[src/pkg/spi_port_pkg.sv]
package spi_port_pkg;
  // Frame geometry, counted in serial clock bits
  localparam logic [5:0] FRAME_PLAIN_LEN = 6'h18;
  localparam logic [5:0] FRAME_CHECKED_LEN = 6'h20;
  localparam logic [5:0] HEADER_LAST_BIT = 6'h0B;
  localparam logic [5:0] STATUS_LAST_BIT = 6'h0F;
  localparam logic [5:0] STATUS_MARK_BIT = 6'h08;
  localparam logic [5:0] DATA_END_BIT = 6'h18;
  localparam logic [5:0] CHECK_END_BIT = 6'h20;
  localparam logic [5:0] COUNT_MAX = 6'h3F;
  localparam logic DIR_WRITE = 1'b0;
  localparam logic DIR_READ = 1'b1;

  // Register placement
  localparam logic [2:0] STORE_PAGE = 3'h0;
  localparam logic [7:0] STATUS_ADDR = 8'hF0;
  localparam logic [7:0] CONFIG_ADDR = 8'hF1;
  localparam int CFG_CHECK_BIT = 0;
  localparam logic [7:0] STORE_RESET = 8'h00;

  // Latched flag vector, index = status bit position minus one
  localparam int FLAG_ADDR_ERR = 5;
  localparam int FLAG_CHECK_ERR = 4;
  localparam int FLAG_FRAME_ERR = 3;
  localparam int FLAG_PROC_PIN = 2;
  localparam int FLAG_THERMAL = 1;
  localparam int FLAG_WATCHDOG = 0;
  localparam logic [5:0] FLAGS_RESET = 6'h00;

  // Checksum generator
  localparam logic [7:0] CHECK_POLY = 8'h07;
  localparam logic [7:0] CHECK_INIT = 8'hFF;

  function automatic logic [7:0] check_code(input logic [23:0] bits);
    logic [7:0] crc;
    logic fb;
    crc = CHECK_INIT;
    fb = 1'b0;
    for (int i = 23; i >= 0; i--) begin
      fb = crc[7] ^ bits[i];
      crc = {crc[6:0], 1'b0} ^ (fb ? CHECK_POLY : 8'h00);
    end
    return crc;
  endfunction
endpackage

[src/rtl/pmic_spi_peripheral_port.sv]
`timescale 1ns/10ps
module pmic_spi_peripheral_port
  import spi_port_pkg::*;
#(
  parameter int STORE_DEPTH = 16
) (
  input wire logic clk_sys, // System clock, 100 MHz
  input wire logic resetn, // Synchronous reset, active low
  input wire logic spi_cs_n, // Chip select pin, active low
  input wire logic spi_sck, // Serial clock pin
  input wire logic spi_sdi, // Serial data in pin
  output logic serial_data_out, // Serial data out level
  output logic serial_data_oe, // High while data out is driven
  input wire logic driver_enable_pin, // Driver enable pin, asynchronous
  input wire logic processor_error_event, // Pulse: processor error pin event
  input wire logic thermal_warning_event, // Pulse: thermal warning event
  input wire logic watchdog_event, // Pulse: watchdog event
  input wire logic nvm_check_default, // Checksum enable default from NVM
  output logic frame_check_enable // Checksum enable configuration bit
);
  localparam int IW = $clog2(STORE_DEPTH);
  localparam logic [7:0] DEPTH_L = 8'(STORE_DEPTH);
  localparam int PIN_CS = 0;
  localparam int PIN_SCK = 1;
  localparam int PIN_SDI = 2;
  localparam int PIN_DRV = 3;

  initial begin
    if (STORE_DEPTH < 2 || STORE_DEPTH > 240) begin
      $error("STORE_DEPTH must lie in 2..240 so it stays below the status address");
    end
  end

  logic [3:0] pin_meta_r;
  logic [3:0] pin_sync_r;
  logic sck_prev_r;
  logic cs_prev_r;
  logic [5:0] bit_cnt_r;
  logic [31:0] rx_r;
  logic [6:0] snapshot_r;
  logic [7:0] addr_r;
  logic [2:0] page_r;
  logic dir_r;
  logic hdr_pend_r;
  logic load_pend_r;
  logic chk_pend_r;
  logic [7:0] rdata_r;
  logic [7:0] rcheck_r;
  logic [5:0] flags_r;
  logic nvm_loaded_r;
  logic [7:0] store_q;

  // Every pin passes two flops; only the second stage is read below
  genvar g;
  generate
    for (g = 0; g < 4; g++) begin : g_sync
      always_ff @(posedge clk_sys) begin
        if (!resetn) begin
          pin_meta_r[g] <= (g == PIN_CS) ? 1'b1 : 1'b0;
          pin_sync_r[g] <= (g == PIN_CS) ? 1'b1 : 1'b0;
        end else begin
          pin_meta_r[g] <= (g == PIN_CS) ? spi_cs_n : (g == PIN_SCK) ? spi_sck :
                           (g == PIN_SDI) ? spi_sdi : driver_enable_pin;
          pin_sync_r[g] <= pin_meta_r[g];
        end
      end
    end
  endgenerate

  always_ff @(posedge clk_sys) begin
    if (!resetn) begin
      sck_prev_r <= 1'b0;
      cs_prev_r <= 1'b1;
    end else begin
      sck_prev_r <= pin_sync_r[PIN_SCK];
      cs_prev_r <= pin_sync_r[PIN_CS];
    end
  end

  logic cs_low;
  logic cs_fall;
  logic cs_rise;
  logic sck_rise;
  logic sck_fall;
  assign cs_low = ~pin_sync_r[PIN_CS];
  assign cs_fall = cs_low & cs_prev_r;
  assign cs_rise = pin_sync_r[PIN_CS] & ~cs_prev_r;
  assign sck_rise = cs_low & pin_sync_r[PIN_SCK] & ~sck_prev_r;
  assign sck_fall = cs_low & ~pin_sync_r[PIN_SCK] & sck_prev_r;

  logic [7:0] status_live;
  logic [15:0] status_word;
  assign status_live = {1'b0, flags_r, pin_sync_r[PIN_DRV]};
  assign status_word = {1'b0, snapshot_r, 1'b1, ~snapshot_r};

  // Counter saturates so an overlong frame cannot wrap into a legal length
  always_ff @(posedge clk_sys) begin
    if (!resetn || !cs_low) begin
      bit_cnt_r <= 6'h00;
      rx_r <= 32'h0000_0000;
    end else if (sck_rise) begin
      rx_r <= {rx_r[30:0], pin_sync_r[PIN_SDI]};
      if (bit_cnt_r != COUNT_MAX) begin
        bit_cnt_r <= bit_cnt_r + 6'h01;
      end
    end
  end

  always_ff @(posedge clk_sys) begin
    if (!resetn) begin
      snapshot_r <= 7'h00;
    end else if (cs_fall) begin
      snapshot_r <= status_live[6:0];
    end
  end

  always_ff @(posedge clk_sys) begin
    if (!resetn || !cs_low) begin
      hdr_pend_r <= 1'b0;
      load_pend_r <= 1'b0;
      chk_pend_r <= 1'b0;
    end else begin
      hdr_pend_r <= sck_rise && bit_cnt_r == HEADER_LAST_BIT;
      load_pend_r <= hdr_pend_r;
      chk_pend_r <= sck_rise && bit_cnt_r == STATUS_LAST_BIT;
    end
  end

  always_ff @(posedge clk_sys) begin
    if (!resetn) begin
      addr_r <= 8'h00;
      page_r <= 3'h0;
      dir_r <= DIR_WRITE;
    end else if (hdr_pend_r) begin
      addr_r <= rx_r[11:4];
      page_r <= rx_r[3:1];
      dir_r <= rx_r[0];
    end
  end

  logic in_store;
  assign in_store = page_r == STORE_PAGE && addr_r < DEPTH_L;

  always_ff @(posedge clk_sys) begin
    if (!resetn) begin
      rdata_r <= 8'h00;
      rcheck_r <= 8'h00;
    end else begin
      if (load_pend_r) begin
        if (in_store) begin
          rdata_r <= store_q;
        end else if (page_r == STORE_PAGE && addr_r == STATUS_ADDR) begin
          rdata_r <= status_live;
        end else if (page_r == STORE_PAGE && addr_r == CONFIG_ADDR) begin
          rdata_r <= {7'h00, frame_check_enable};
        end else begin
          rdata_r <= 8'h00;
        end
      end
      if (chk_pend_r) begin
        rcheck_r <= check_code({rx_r[15:0], rdata_r});
      end
    end
  end

  // Next output bit is chosen on the falling edge that ends the current bit
  always_ff @(posedge clk_sys) begin
    if (!resetn || !cs_low) begin
      serial_data_out <= 1'b0;
      serial_data_oe <= 1'b0;
    end else begin
      serial_data_oe <= 1'b1;
      if (cs_fall) begin
        serial_data_out <= 1'b0;
      end else if (sck_fall) begin
        if (bit_cnt_r <= STATUS_LAST_BIT) begin
          serial_data_out <= status_word[4'hF - bit_cnt_r[3:0]];
        end else if (dir_r == DIR_READ && bit_cnt_r < DATA_END_BIT) begin
          serial_data_out <= rdata_r[3'h7 - bit_cnt_r[2:0]];
        end else if (dir_r == DIR_READ && frame_check_enable && bit_cnt_r < CHECK_END_BIT) begin
          serial_data_out <= rcheck_r[3'h7 - bit_cnt_r[2:0]];
        end else begin
          serial_data_out <= 1'b0;
        end
      end
    end
  end

  // Frame is judged only when select returns high
  logic frame_ok;
  logic check_ok;
  logic [7:0] wdata;
  logic writable;
  logic commit_write;
  logic store_we;
  assign frame_ok = bit_cnt_r == (frame_check_enable ? FRAME_CHECKED_LEN : FRAME_PLAIN_LEN);
  assign wdata = frame_check_enable ? rx_r[15:8] : rx_r[7:0];
  assign check_ok = !frame_check_enable || check_code(rx_r[31:8]) == rx_r[7:0];
  assign writable = in_store || (page_r == STORE_PAGE && (addr_r == STATUS_ADDR || addr_r == CONFIG_ADDR));
  assign commit_write = cs_rise && frame_ok && dir_r == DIR_WRITE && check_ok && writable;
  assign store_we = commit_write && in_store;

  logic [5:0] flag_set;
  logic [5:0] flag_clr;
  always_comb begin
    flag_set = 6'h00;
    flag_clr = 6'h00;
    flag_set[FLAG_ADDR_ERR] = cs_rise && frame_ok && dir_r == DIR_WRITE && check_ok && !writable;
    flag_set[FLAG_CHECK_ERR] = cs_rise && frame_ok && dir_r == DIR_WRITE && !check_ok;
    flag_set[FLAG_FRAME_ERR] = cs_rise && !frame_ok;
    flag_set[FLAG_PROC_PIN] = processor_error_event;
    flag_set[FLAG_THERMAL] = thermal_warning_event;
    flag_set[FLAG_WATCHDOG] = watchdog_event;
    if (commit_write && addr_r == STATUS_ADDR) begin
      flag_clr = wdata[6:1];
    end
  end

  // A new event wins over a write-one clear in the same cycle
  always_ff @(posedge clk_sys) begin
    if (!resetn) begin
      flags_r <= FLAGS_RESET;
    end else begin
      flags_r <= (flags_r & ~flag_clr) | flag_set;
    end
  end

  // The strap is caught on the first clock after reset release
  always_ff @(posedge clk_sys) begin
    if (!resetn) begin
      frame_check_enable <= 1'b0;
      nvm_loaded_r <= 1'b0;
    end else if (!nvm_loaded_r) begin
      frame_check_enable <= nvm_check_default;
      nvm_loaded_r <= 1'b1;
    end else if (commit_write && addr_r == CONFIG_ADDR) begin
      frame_check_enable <= wdata[CFG_CHECK_BIT];
    end
  end

  reg_store #(
    .DEPTH(STORE_DEPTH),
    .WIDTH(8)
  ) u_store (
    .clk_sys(clk_sys),
    .resetn(resetn),
    .we(store_we),
    .waddr(addr_r[IW-1:0]),
    .wdata(wdata),
    .raddr(rx_r[4+IW-1:4]),
    .rdata(store_q)
  );

  a_float_when_idle: assert property (@(posedge clk_sys) disable iff (!resetn)
    !cs_low |=> !serial_data_oe && !serial_data_out) else $error("data out driven while deselected");
  a_first_bit_zero: assert property (@(posedge clk_sys) disable iff (!resetn)
    cs_fall |=> serial_data_oe && !serial_data_out) else $error("first status bit not zero");
  a_status_marker: assert property (@(posedge clk_sys) disable iff (!resetn)
    sck_fall && bit_cnt_r == STATUS_MARK_BIT |=> serial_data_out) else $error("bit nine not one");
  // The copy is reloaded at the select fall, so only the cycle after a non-fall must keep it
  a_snapshot_frozen: assert property (@(posedge clk_sys) disable iff (!resetn)
    cs_low && !cs_fall |=> $stable(snapshot_r)) else $error("status copy changed mid frame");
  a_write_quiet: assert property (@(posedge clk_sys) disable iff (!resetn)
    sck_fall && dir_r == DIR_WRITE && bit_cnt_r > STATUS_LAST_BIT |=> !serial_data_out)
    else $error("data out high during write data");
  a_counter_held: assert property (@(posedge clk_sys) disable iff (!resetn)
    !cs_low ##1 !cs_low |-> bit_cnt_r == 6'h00) else $error("bit count kept while deselected");
  a_length_gates_write: assert property (@(posedge clk_sys) disable iff (!resetn)
    store_we |-> bit_cnt_r == FRAME_PLAIN_LEN || bit_cnt_r == FRAME_CHECKED_LEN)
    else $error("store written by wrong-length frame");
  a_bad_length_flag: assert property (@(posedge clk_sys) disable iff (!resetn)
    cs_rise && !frame_ok |=> flags_r[FLAG_FRAME_ERR] && $stable(frame_check_enable))
    else $error("frame error not latched");
  a_bad_check_flag: assert property (@(posedge clk_sys) disable iff (!resetn)
    cs_rise && frame_ok && dir_r == DIR_WRITE && !check_ok |-> !store_we ##1 flags_r[FLAG_CHECK_ERR])
    else $error("bad checksum write not dropped");
  // A write-one clear right after the event is legal, so only that may drop the flag
  a_event_sticky: assert property (@(posedge clk_sys) disable iff (!resetn)
    watchdog_event |=> flags_r[FLAG_WATCHDOG] ##1 (flags_r[FLAG_WATCHDOG] || $past(flag_clr[FLAG_WATCHDOG])))
    else $error("watchdog flag not latched");

  c_read_frame: cover property (@(posedge clk_sys) disable iff (!resetn) cs_rise && frame_ok && dir_r == DIR_READ);
  c_store_write: cover property (@(posedge clk_sys) disable iff (!resetn) store_we);
  c_check_error: cover property (@(posedge clk_sys) disable iff (!resetn) flag_set[FLAG_CHECK_ERR]);
  c_frame_error: cover property (@(posedge clk_sys) disable iff (!resetn) flag_set[FLAG_FRAME_ERR]);
endmodule

[src/rtl/reg_store.sv]
`timescale 1ns/10ps
module reg_store #(
  parameter int DEPTH = 16,
  parameter int WIDTH = 8
) (
  input wire logic clk_sys, // System clock
  input wire logic resetn, // Synchronous reset, active low
  input wire logic we, // Write strobe
  input wire logic [$clog2(DEPTH)-1:0] waddr, // Write index
  input wire logic [WIDTH-1:0] wdata, // Write data
  input wire logic [$clog2(DEPTH)-1:0] raddr, // Read index
  output logic [WIDTH-1:0] rdata // Registered read data
);
  logic [WIDTH-1:0] mem_r [DEPTH];

  initial begin
    if (DEPTH < 2 || WIDTH < 1) begin
      $error("reg_store: DEPTH must be at least 2");
    end
  end

  always_ff @(posedge clk_sys) begin
    if (!resetn) begin
      for (int i = 0; i < DEPTH; i++) begin
        mem_r[i] <= '0;
      end
    end else if (we) begin
      mem_r[waddr] <= wdata;
    end
  end

  always_ff @(posedge clk_sys) begin
    if (!resetn) begin
      rdata <= '0;
    end else begin
      rdata <= mem_r[raddr];
    end
  end
endmodule

[config.mk]
export PLATFORM = sky130hd
export DESIGN_NAME = pmic_spi_peripheral_port
export DESIGN_NICKNAME = d
export VERILOG_FILES = /design/src/pkg/spi_port_pkg.sv /design/src/rtl/pmic_spi_peripheral_port.sv /design/src/rtl/reg_store.sv
export SDC_FILE = /design/constraint.sdc
export NUM_CORES = 1
export LEC_CHECK = 0
export BUFFER_PORTS_ARGS = -buffer_cell sky130_fd_sc_hd__buf_2
export CAP_MARGIN = 20
export CORE_MARGIN = 8
export CORE_UTILIZATION = 35
export CTS_BUF_LIST = sky130_fd_sc_hd__clkbuf_4 sky130_fd_sc_hd__clkbuf_8
export CTS_CLUSTER_DIAMETER = 60
export CTS_CLUSTER_SIZE = 8
export DETAILED_ROUTE_END_ITERATION = 8
export RECOVER_POWER = 25
export SYNTH_ARGS = -nofsm -noshare
export SYNTH_HDL_FRONTEND = slang
export SYNTH_SLANG_ARGS = --single-unit
[constraint.sdc]
create_clock -name clk_sys -period 5.9 [get_ports clk_sys]
set_input_delay 0.295 -clock clk_sys [delete_from_list [all_inputs] [get_ports clk_sys]]
set_output_delay 0.295 -clock clk_sys [all_outputs]
set_load 0.005 [all_outputs]
# Yosys cells after proc, flatten, opt, wreduce, memory -nomap -nowiden
# Memory sizes are Yosys's and may differ from the RTL's. A register that Yosys moved wholly into a read port is not among the register bits.
# Cells that the tools add are included.
[totals]
regBits = 96
latch_bits = 0
mem_bits_rw = 128
rom_bits = 0
input_bits = 10
mem_count = 1
[memory_table]
columns = ["name", "words", "width", "read_ports", "rd_clocked_by_memory_dff", "wr", "line", "rtl"]
rows = [
  ["u_store.mem_r", 16, 8, 1, 1, 16, "reg_store.sv:14", "logic [WIDTH-1:0] mem_r [DEPTH];"],
]
[classes]
addsub = 3
n_mul = 0
div_mod_pow = 0
order_cmp = 6
eq_ne = 8
shift = 0
n_mux = 74
n_bitwise = 109
n_reduce_logical = 33
[ops]
columns = ["op", "n"]
rows = [
  ["8-bit by 3-bit XOR with 8-bit output", 46],
  ["3-bit two-way mux", 48],
  ["1-bit XOR", 46],
  ["8-bit two-way mux", 3],
  ["1-bit logical AND", 19],
  ["8-bit == test (second input constant)", 2],
  ["1-bit two-way mux", 16],
  ["2-bit NOT with 7-bit output", 2],
  ["6-bit by 4-bit == test with 1-bit output (second input constant)", 2],
  ["6-bit two-way mux", 2],
  ["8-bit == test", 1],
  ["8-bit by 5-bit less-than comparator with 1-bit output (second input constant)", 1],
  ["8-bit OR reduction", 1],
  ["7-bit two-way mux", 1],
  ["7-bit NOT", 1],
  ["6-bit by 1-bit adder with 6-bit output (second input constant)", 1],
  ["1-bit bitwise AND", 6],
  ["6-bit bitwise AND", 1],
  ["1-bit binary-select mux with 3-bit select", 2],
  ["6-bit == test", 1],
  ["6-bit by 4-bit <= comparator with 1-bit output (second input constant)", 1],
  ["1-bit zero test", 6],
  ["6-bit by 5-bit less-than comparator with 1-bit output (second input constant)", 1],
  ["6-bit less-than comparator (second input constant)", 1],
  ["other kinds (15)", 22],
]

# Longest topological paths before layout
[logic_depth]
depth_word = 81
mapped_depth = 11

# Modules after synthesis
# From an unflattened synthesis, not the netlist that was laid out.
[hier_totals]
hier_cells = 963
hier_area_um2 = 11194.5
[modules_own_cells]
columns = ["mod", "instances", "cells_each", "area_per_inst_um2", "seq_area_each_um2"]
rows = [
  ["reg_store", 1, 447, 6218.5, 4003.8],
  ["pmic_spi_peripheral_port", 1, 516, 4976.0, 1921.8],
]

# Worst setup path before layout
# No wires, ideal clock.
[synth_path]
path_type = "reg-to-reg"
from = "register rx_r[27]"
to = "memory u_store.mem_r[6][0], enable pin"
arrival_ps = 3441
t_required_ps = 5502
setup_slack_ps = 2061
path_stages_with_launch = 10
n_path_buf = 2
synth_period_minus_slack_ps = 3839
cell_sequence = "dfxtp_1 > buf_2 > xnor2_1 > xnor2_1 > xnor3_1 > o31a_1 > o41ai_2 > nand2_2 > buf_2 > o41ai_1"
[synth_lines]
columns = ["item", "line", "rtl"]
rows = [
  ["start: declaration", "pmic_spi_peripheral_port.sv:39", "logic [31:0] rx_r;"],
  ["start signal: assignment", "pmic_spi_peripheral_port.sv:102", "rx_r <= {rx_r[30:0], pin_sync_r[PIN_SDI]};"],
  ["end: declaration", "reg_store.sv:14", ""],
]

==> results.rst <==
.. list-table::
   :header-rows: 1

   * - Metric
     - Value
   * - Detailed-routing iteration count for the pre-antenna-repair pass
     - 6
   * - Vias per inst
     - 5.45
   * - Count of flip-flops with a built-in enable after synthesis
     - 128
   * - Mean Syn Cell Area
     - 11.8 um^2
   * - Violated checks
     - capacitance limit, slew limit
   * - CTS tree
     - done
   * - Share of synthesized registers carrying an async set or reset
     - 0%
   * - Slowest-stage cell, CP
     - sky130_fd_sc_hd__o31ai_1
   * - Min Clock Period, post-route
     - 4.20 ns
   * - RSZ-0062 raised after global routing
     - false
   * - Worst Hold Depth
     - 3
   * - Syn Nets
     - 933
   * - Die Height
     - 193 um
   * - Via count
     - 7,219
   * - Worst-case vdd ir drop
     - 0.176 mV
   * - Share of the core filled with cells in the final layout
     - 39.0%
   * - Leading post-synthesis cells by instance count
     - sky130_fd_sc_hd__nor2_1 (187), sky130_fd_sc_hd__edfxtp_1 (128), sky130_fd_sc_hd__dfxtp_1 (104)
   * - Endpoint with the worst hold slack
     - frame_check_enable
   * - Largest fanout of any net on the critical path
     - 17
   * - Area overhead of the layout relative to synthesis
     - 9.73%
   * - H-tree depth
     - 2
   * - # nets final
     - 935
   * - Post-route setup TNS
     - 0 ns
   * - Post-CTS Setup Inserts
     - 0
   * - Area enclosed by the die boundary
     - 0.0371 mm^2
   * - Arrival time of the worst setup path
     - 4.35 ns
   * - Status
     - finished with violations
   * - Proportion of layout cells with a drive suffix above 1
     - 16.8%
   * - Endpoint of the most critical register-to-register path
     - u_store.mem_r[13][0]
   * - Count of cells along the worst register-to-register path
     - 9
   * - RD Place Congestion
     - 0.902
   * - Num ports
     - 13
   * - Number of global-route vias before repair
     - 7,100
   * - N_diodes
     - 0
   * - Critical path launch point type
     - flip-flop
   * - Placed Cells incl. Taps
     - 1,273
   * - Top cells by area in the synthesized netlist
     - sky130_fd_sc_hd__edfxtp_1 (35%), sky130_fd_sc_hd__dfxtp_1 (19%), sky130_fd_sc_hd__mux4_2 (9.3%), sky130_fd_sc_hd__nor2_1 (6.4%), sky130_fd_sc_hd__xnor2_1 (4.7%)
   * - Maximum buffer depth of the clock tree
     - 3
   * - Main synth FF type
     - sky130_fd_sc_hd__edfxtp_1
   * - Sink Count
     - 232
   * - Max incr delay on CP
     - 1.03 ns
   * - Post-detailed-route count of antenna-violating nets
     - 0
   * - Buffer cell driving the clock tree root
     - sky130_fd_sc_hd__clkbuf_8
   * - Initial drt markers
     - 783
   * - Flip-flop and latch count after synthesis
     - 232
   * - Slew at the pin closest to its max-slew limit
     - 2.94 ns
   * - Total of endpoints with negative setup slack in the final report
     - 0
   * - Max-Slew Margin vs Limit
     - -96.3%
   * - Yosys warning count
     - 0
   * - Resize count post-CTS
     - 0
   * - Clock-pin transition on the worst setup and hold timing paths
     - 0.06 ns
   * - Routed length per placed instance
     - 22.2 um
   * - Count of maximum capacitance violations
     - 3
   * - Type of the most critical hold path
     - in2reg
   * - Post-synthesis cell type with the largest combined area
     - sky130_fd_sc_hd__edfxtp_1
   * - Type of the setup path with the least slack
     - reg2reg
   * - Worst hold margin
     - 0.0494 ns
   * - Startpoint of the lowest-slack register-to-register path
     - rx_r[6]
   * - Layer with the highest usage
     - met2
   * - Overflow left after global routing
     - 0
   * - Fraction of met3 tracks used by global routing
     - 3.14%
   * - Part of the cycle the worst path needs
     - 71.2%
   * - Yosys top cell area share
     - 35.2%
   * - Worst reg2reg setup slack
     - 1.70 ns
   * - Most frequent cell after synthesis
     - sky130_fd_sc_hd__nor2_1
   * - Synth unique cells
     - 53
   * - Post-placement setup slack
     - 1.55 ns
   * - Proportion of synthesized chip area in sequential cells
     - 54.3%
   * - Leakage power figure
     - 3.93 nW
   * - Hold_buf cts
     - 7
   * - Post-route insts no fill
     - 1,325
   * - Cells along the critical path
     - xnor2_1 > xor3_1 > nor2_1 > mux2i_1 > a2bb2oi_1 > o41ai_2 > buf_4 > nand2_2 > o31ai_1
   * - Buf+Inv Stages, Crit Path
     - 1
   * - Final hold violation count
     - 0
   * - Global-route wire length before repair
     - 44.5 mm
   * - Maximum clock skew at final layout
     - 0.0169 ns
   * - Worst Slack Setup Final
     - 1.70 ns
   * - Power per Cell Area
     - 251 mW/mm^2
   * - Critical path required time
     - 6.05 ns
   * - Maximum number of pins on one net before global-route repair
     - 45
   * - Number of max-slew violations in the final report
     - 122
   * - Total Routing Usage GR
     - 16.0%
   * - Width of the die
     - 193 um
   * - Core area
     - 0.0307 mm^2
   * - Initial Util
     - 35.6%
   * - Later-pin clock latency in the skew report
     - 0.54 ns
   * - Fmax achieved
     - 0.238 GHz
   * - Total routed wirelength
     - 29.4 mm
   * - Met2 Track Usage GR
     - 24.3%
   * - Number of buffers created by CTS
     - 34
   * - Cell count after synthesis
     - 921
   * - DPL Wire Length
     - 19.9 mm
   * - Met1 track utilization from global routing
     - 22.3%
   * - Critical path endpoint category
     - flip-flop
   * - DRC Markers
     - 0
   * - Total of buffers placed on input and output ports
     - 12
   * - Row count
     - 64
   * - Kind of cell adding the most delay to the critical path
     - compound AO/OA/AOI/OAI gates
   * - Hold path startpoint
     - nvm_check_default
   * - Summed instance area of the synthesized netlist
     - 0.0109 mm^2
   * - Antenna violations before repair
     - 0
[metrics by stage]
| stage | cell area (um^2) | total power, mW |
|---|---|---|
| 6_report | 12000 | 3.00 |
| 2_1_floorplan | 10900 | 1.84 |
| 4_1_cts | 12000 | 3.03 |
| 3_5_place_dp | 11400 | 1.88 |
| 3_3_place_gp | 11400 | 1.88 |
| 5_1_grt | 12000 | 3.10 |
[registers in the layout (all words and copies together), names as in the netlist]
| name | flops |
|---|---|
| u_store.mem_r | 128 |
| rx_r | 32 |
| addr_r | 8 |
| rcheck_r | 8 |
| rdata_r | 8 |
| u_store.rdata | 8 |
| snapshot_r | 7 |
| bit_cnt_r | 6 |
| flags_r | 6 |
| pin_meta_r | 4 |
| pin_sync_r | 4 |
| page_r | 3 |
| chk_pend_r | 1 |
| cs_prev_r | 1 |
| dir_r | 1 |
| frame_check_enable | 1 |
| hdr_pend_r | 1 |
| load_pend_r | 1 |
| nvm_loaded_r | 1 |
| sck_prev_r | 1 |
| serial_data_oe | 1 |
| serial_data_out | 1 |
[worst max-delay path by stage]
stage               cells after the start  slack (ns)     start                   end
floorplan                               9        2.06  rx_r[27]   u_store.mem_r[6][0]
global placement                        9        1.69   rx_r[6]  u_store.mem_r[15][6]
detailed placement                      9        1.55   rx_r[6]  u_store.mem_r[12][6]
CTS                                     9        1.58   rx_r[6]  u_store.mem_r[15][7]
global route                            4        1.36   rx_r[4]      u_store.rdata[2]
finish                                  9        1.70   rx_r[6]  u_store.mem_r[13][0]
[final cells by class]
cell class,count,area [um^2]
Clock inverter,3,23.8
Fill cell,2989,18700
Inverter,15,56.3
Tap cell,396,495
Timing Repair Buffer,36,230
Clock buffer,39,505
Multi-Input combinational cell,604,4740
Sequential cell,232,5930
[routing by layer]
metal	up-vias	wire length, um
li1	3256	-
met1	3538	12700
met2	343	13100
met3	82	2510
met4	0	1140
met5	-	0
[report_power, final]
group	internal, mW	switching [mW]
logic	0.0366	0.0576
clock network	0.556	0.596
registers	1.74	0.0164
total	2.33	0.670
[cell usage in the layout, fill, tap and decap left out, types with 6 or more instances in the layout]
cell,count
sky130_fd_sc_hd__nor2_1,187
sky130_fd_sc_hd__edfxtp_1,128
sky130_fd_sc_hd__dfxtp_1,103
sky130_fd_sc_hd__nand2_1,85
sky130_fd_sc_hd__xnor2_1,59
sky130_fd_sc_hd__mux4_2,45
sky130_fd_sc_hd__clkbuf_8,34
sky130_fd_sc_hd__mux2i_1,28
sky130_fd_sc_hd__xor2_1,23
sky130_fd_sc_hd__a21oi_1,23
sky130_fd_sc_hd__inv_1,15
sky130_fd_sc_hd__xnor3_1,15
sky130_fd_sc_hd__and2_1,13
sky130_fd_sc_hd__o41ai_2,13
sky130_fd_sc_hd__o221a_2,13
sky130_fd_sc_hd__a211oi_1,13
sky130_fd_sc_hd__buf_2,13
sky130_fd_sc_hd__mux2_2,11
sky130_fd_sc_hd__buf_4,9
sky130_fd_sc_hd__nand3_1,7
sky130_fd_sc_hd__dlygate4sd3_1,7
sky130_fd_sc_hd__a22oi_1,6
sky130_fd_sc_hd__clkbuf_1,6
[worst register-to-register path, cell delays in order, from the launching register on]
cell and delay, ns:
sky130_fd_sc_hd__dfxtp_1 0.77, sky130_fd_sc_hd__xnor2_1 0.34, sky130_fd_sc_hd__xor3_1 0.32, sky130_fd_sc_hd__nor2_1 0.12
sky130_fd_sc_hd__mux2i_1 0.08, sky130_fd_sc_hd__a2bb2oi_1 0.17, sky130_fd_sc_hd__o41ai_2 0.38, sky130_fd_sc_hd__buf_4 0.26
sky130_fd_sc_hd__nand2_2 0.34, sky130_fd_sc_hd__o31ai_1 1.04
[logic make-up (layout without fill, tap and decap cells)]
logic type	Yosys count	count (layout)	synth area share (%)
AOI/OAI and AO/OA	93	93	6.54
xor gates and xnor gates	99	99	10.1
adders and majority gates	2	2	0.229
buffers and inverters	85	93	3.12
DFF	232	232	54.3
muxes	84	84	13.0
and+or+nand+nor	326	326	12.7
Power figures use the tool's default switching activity.
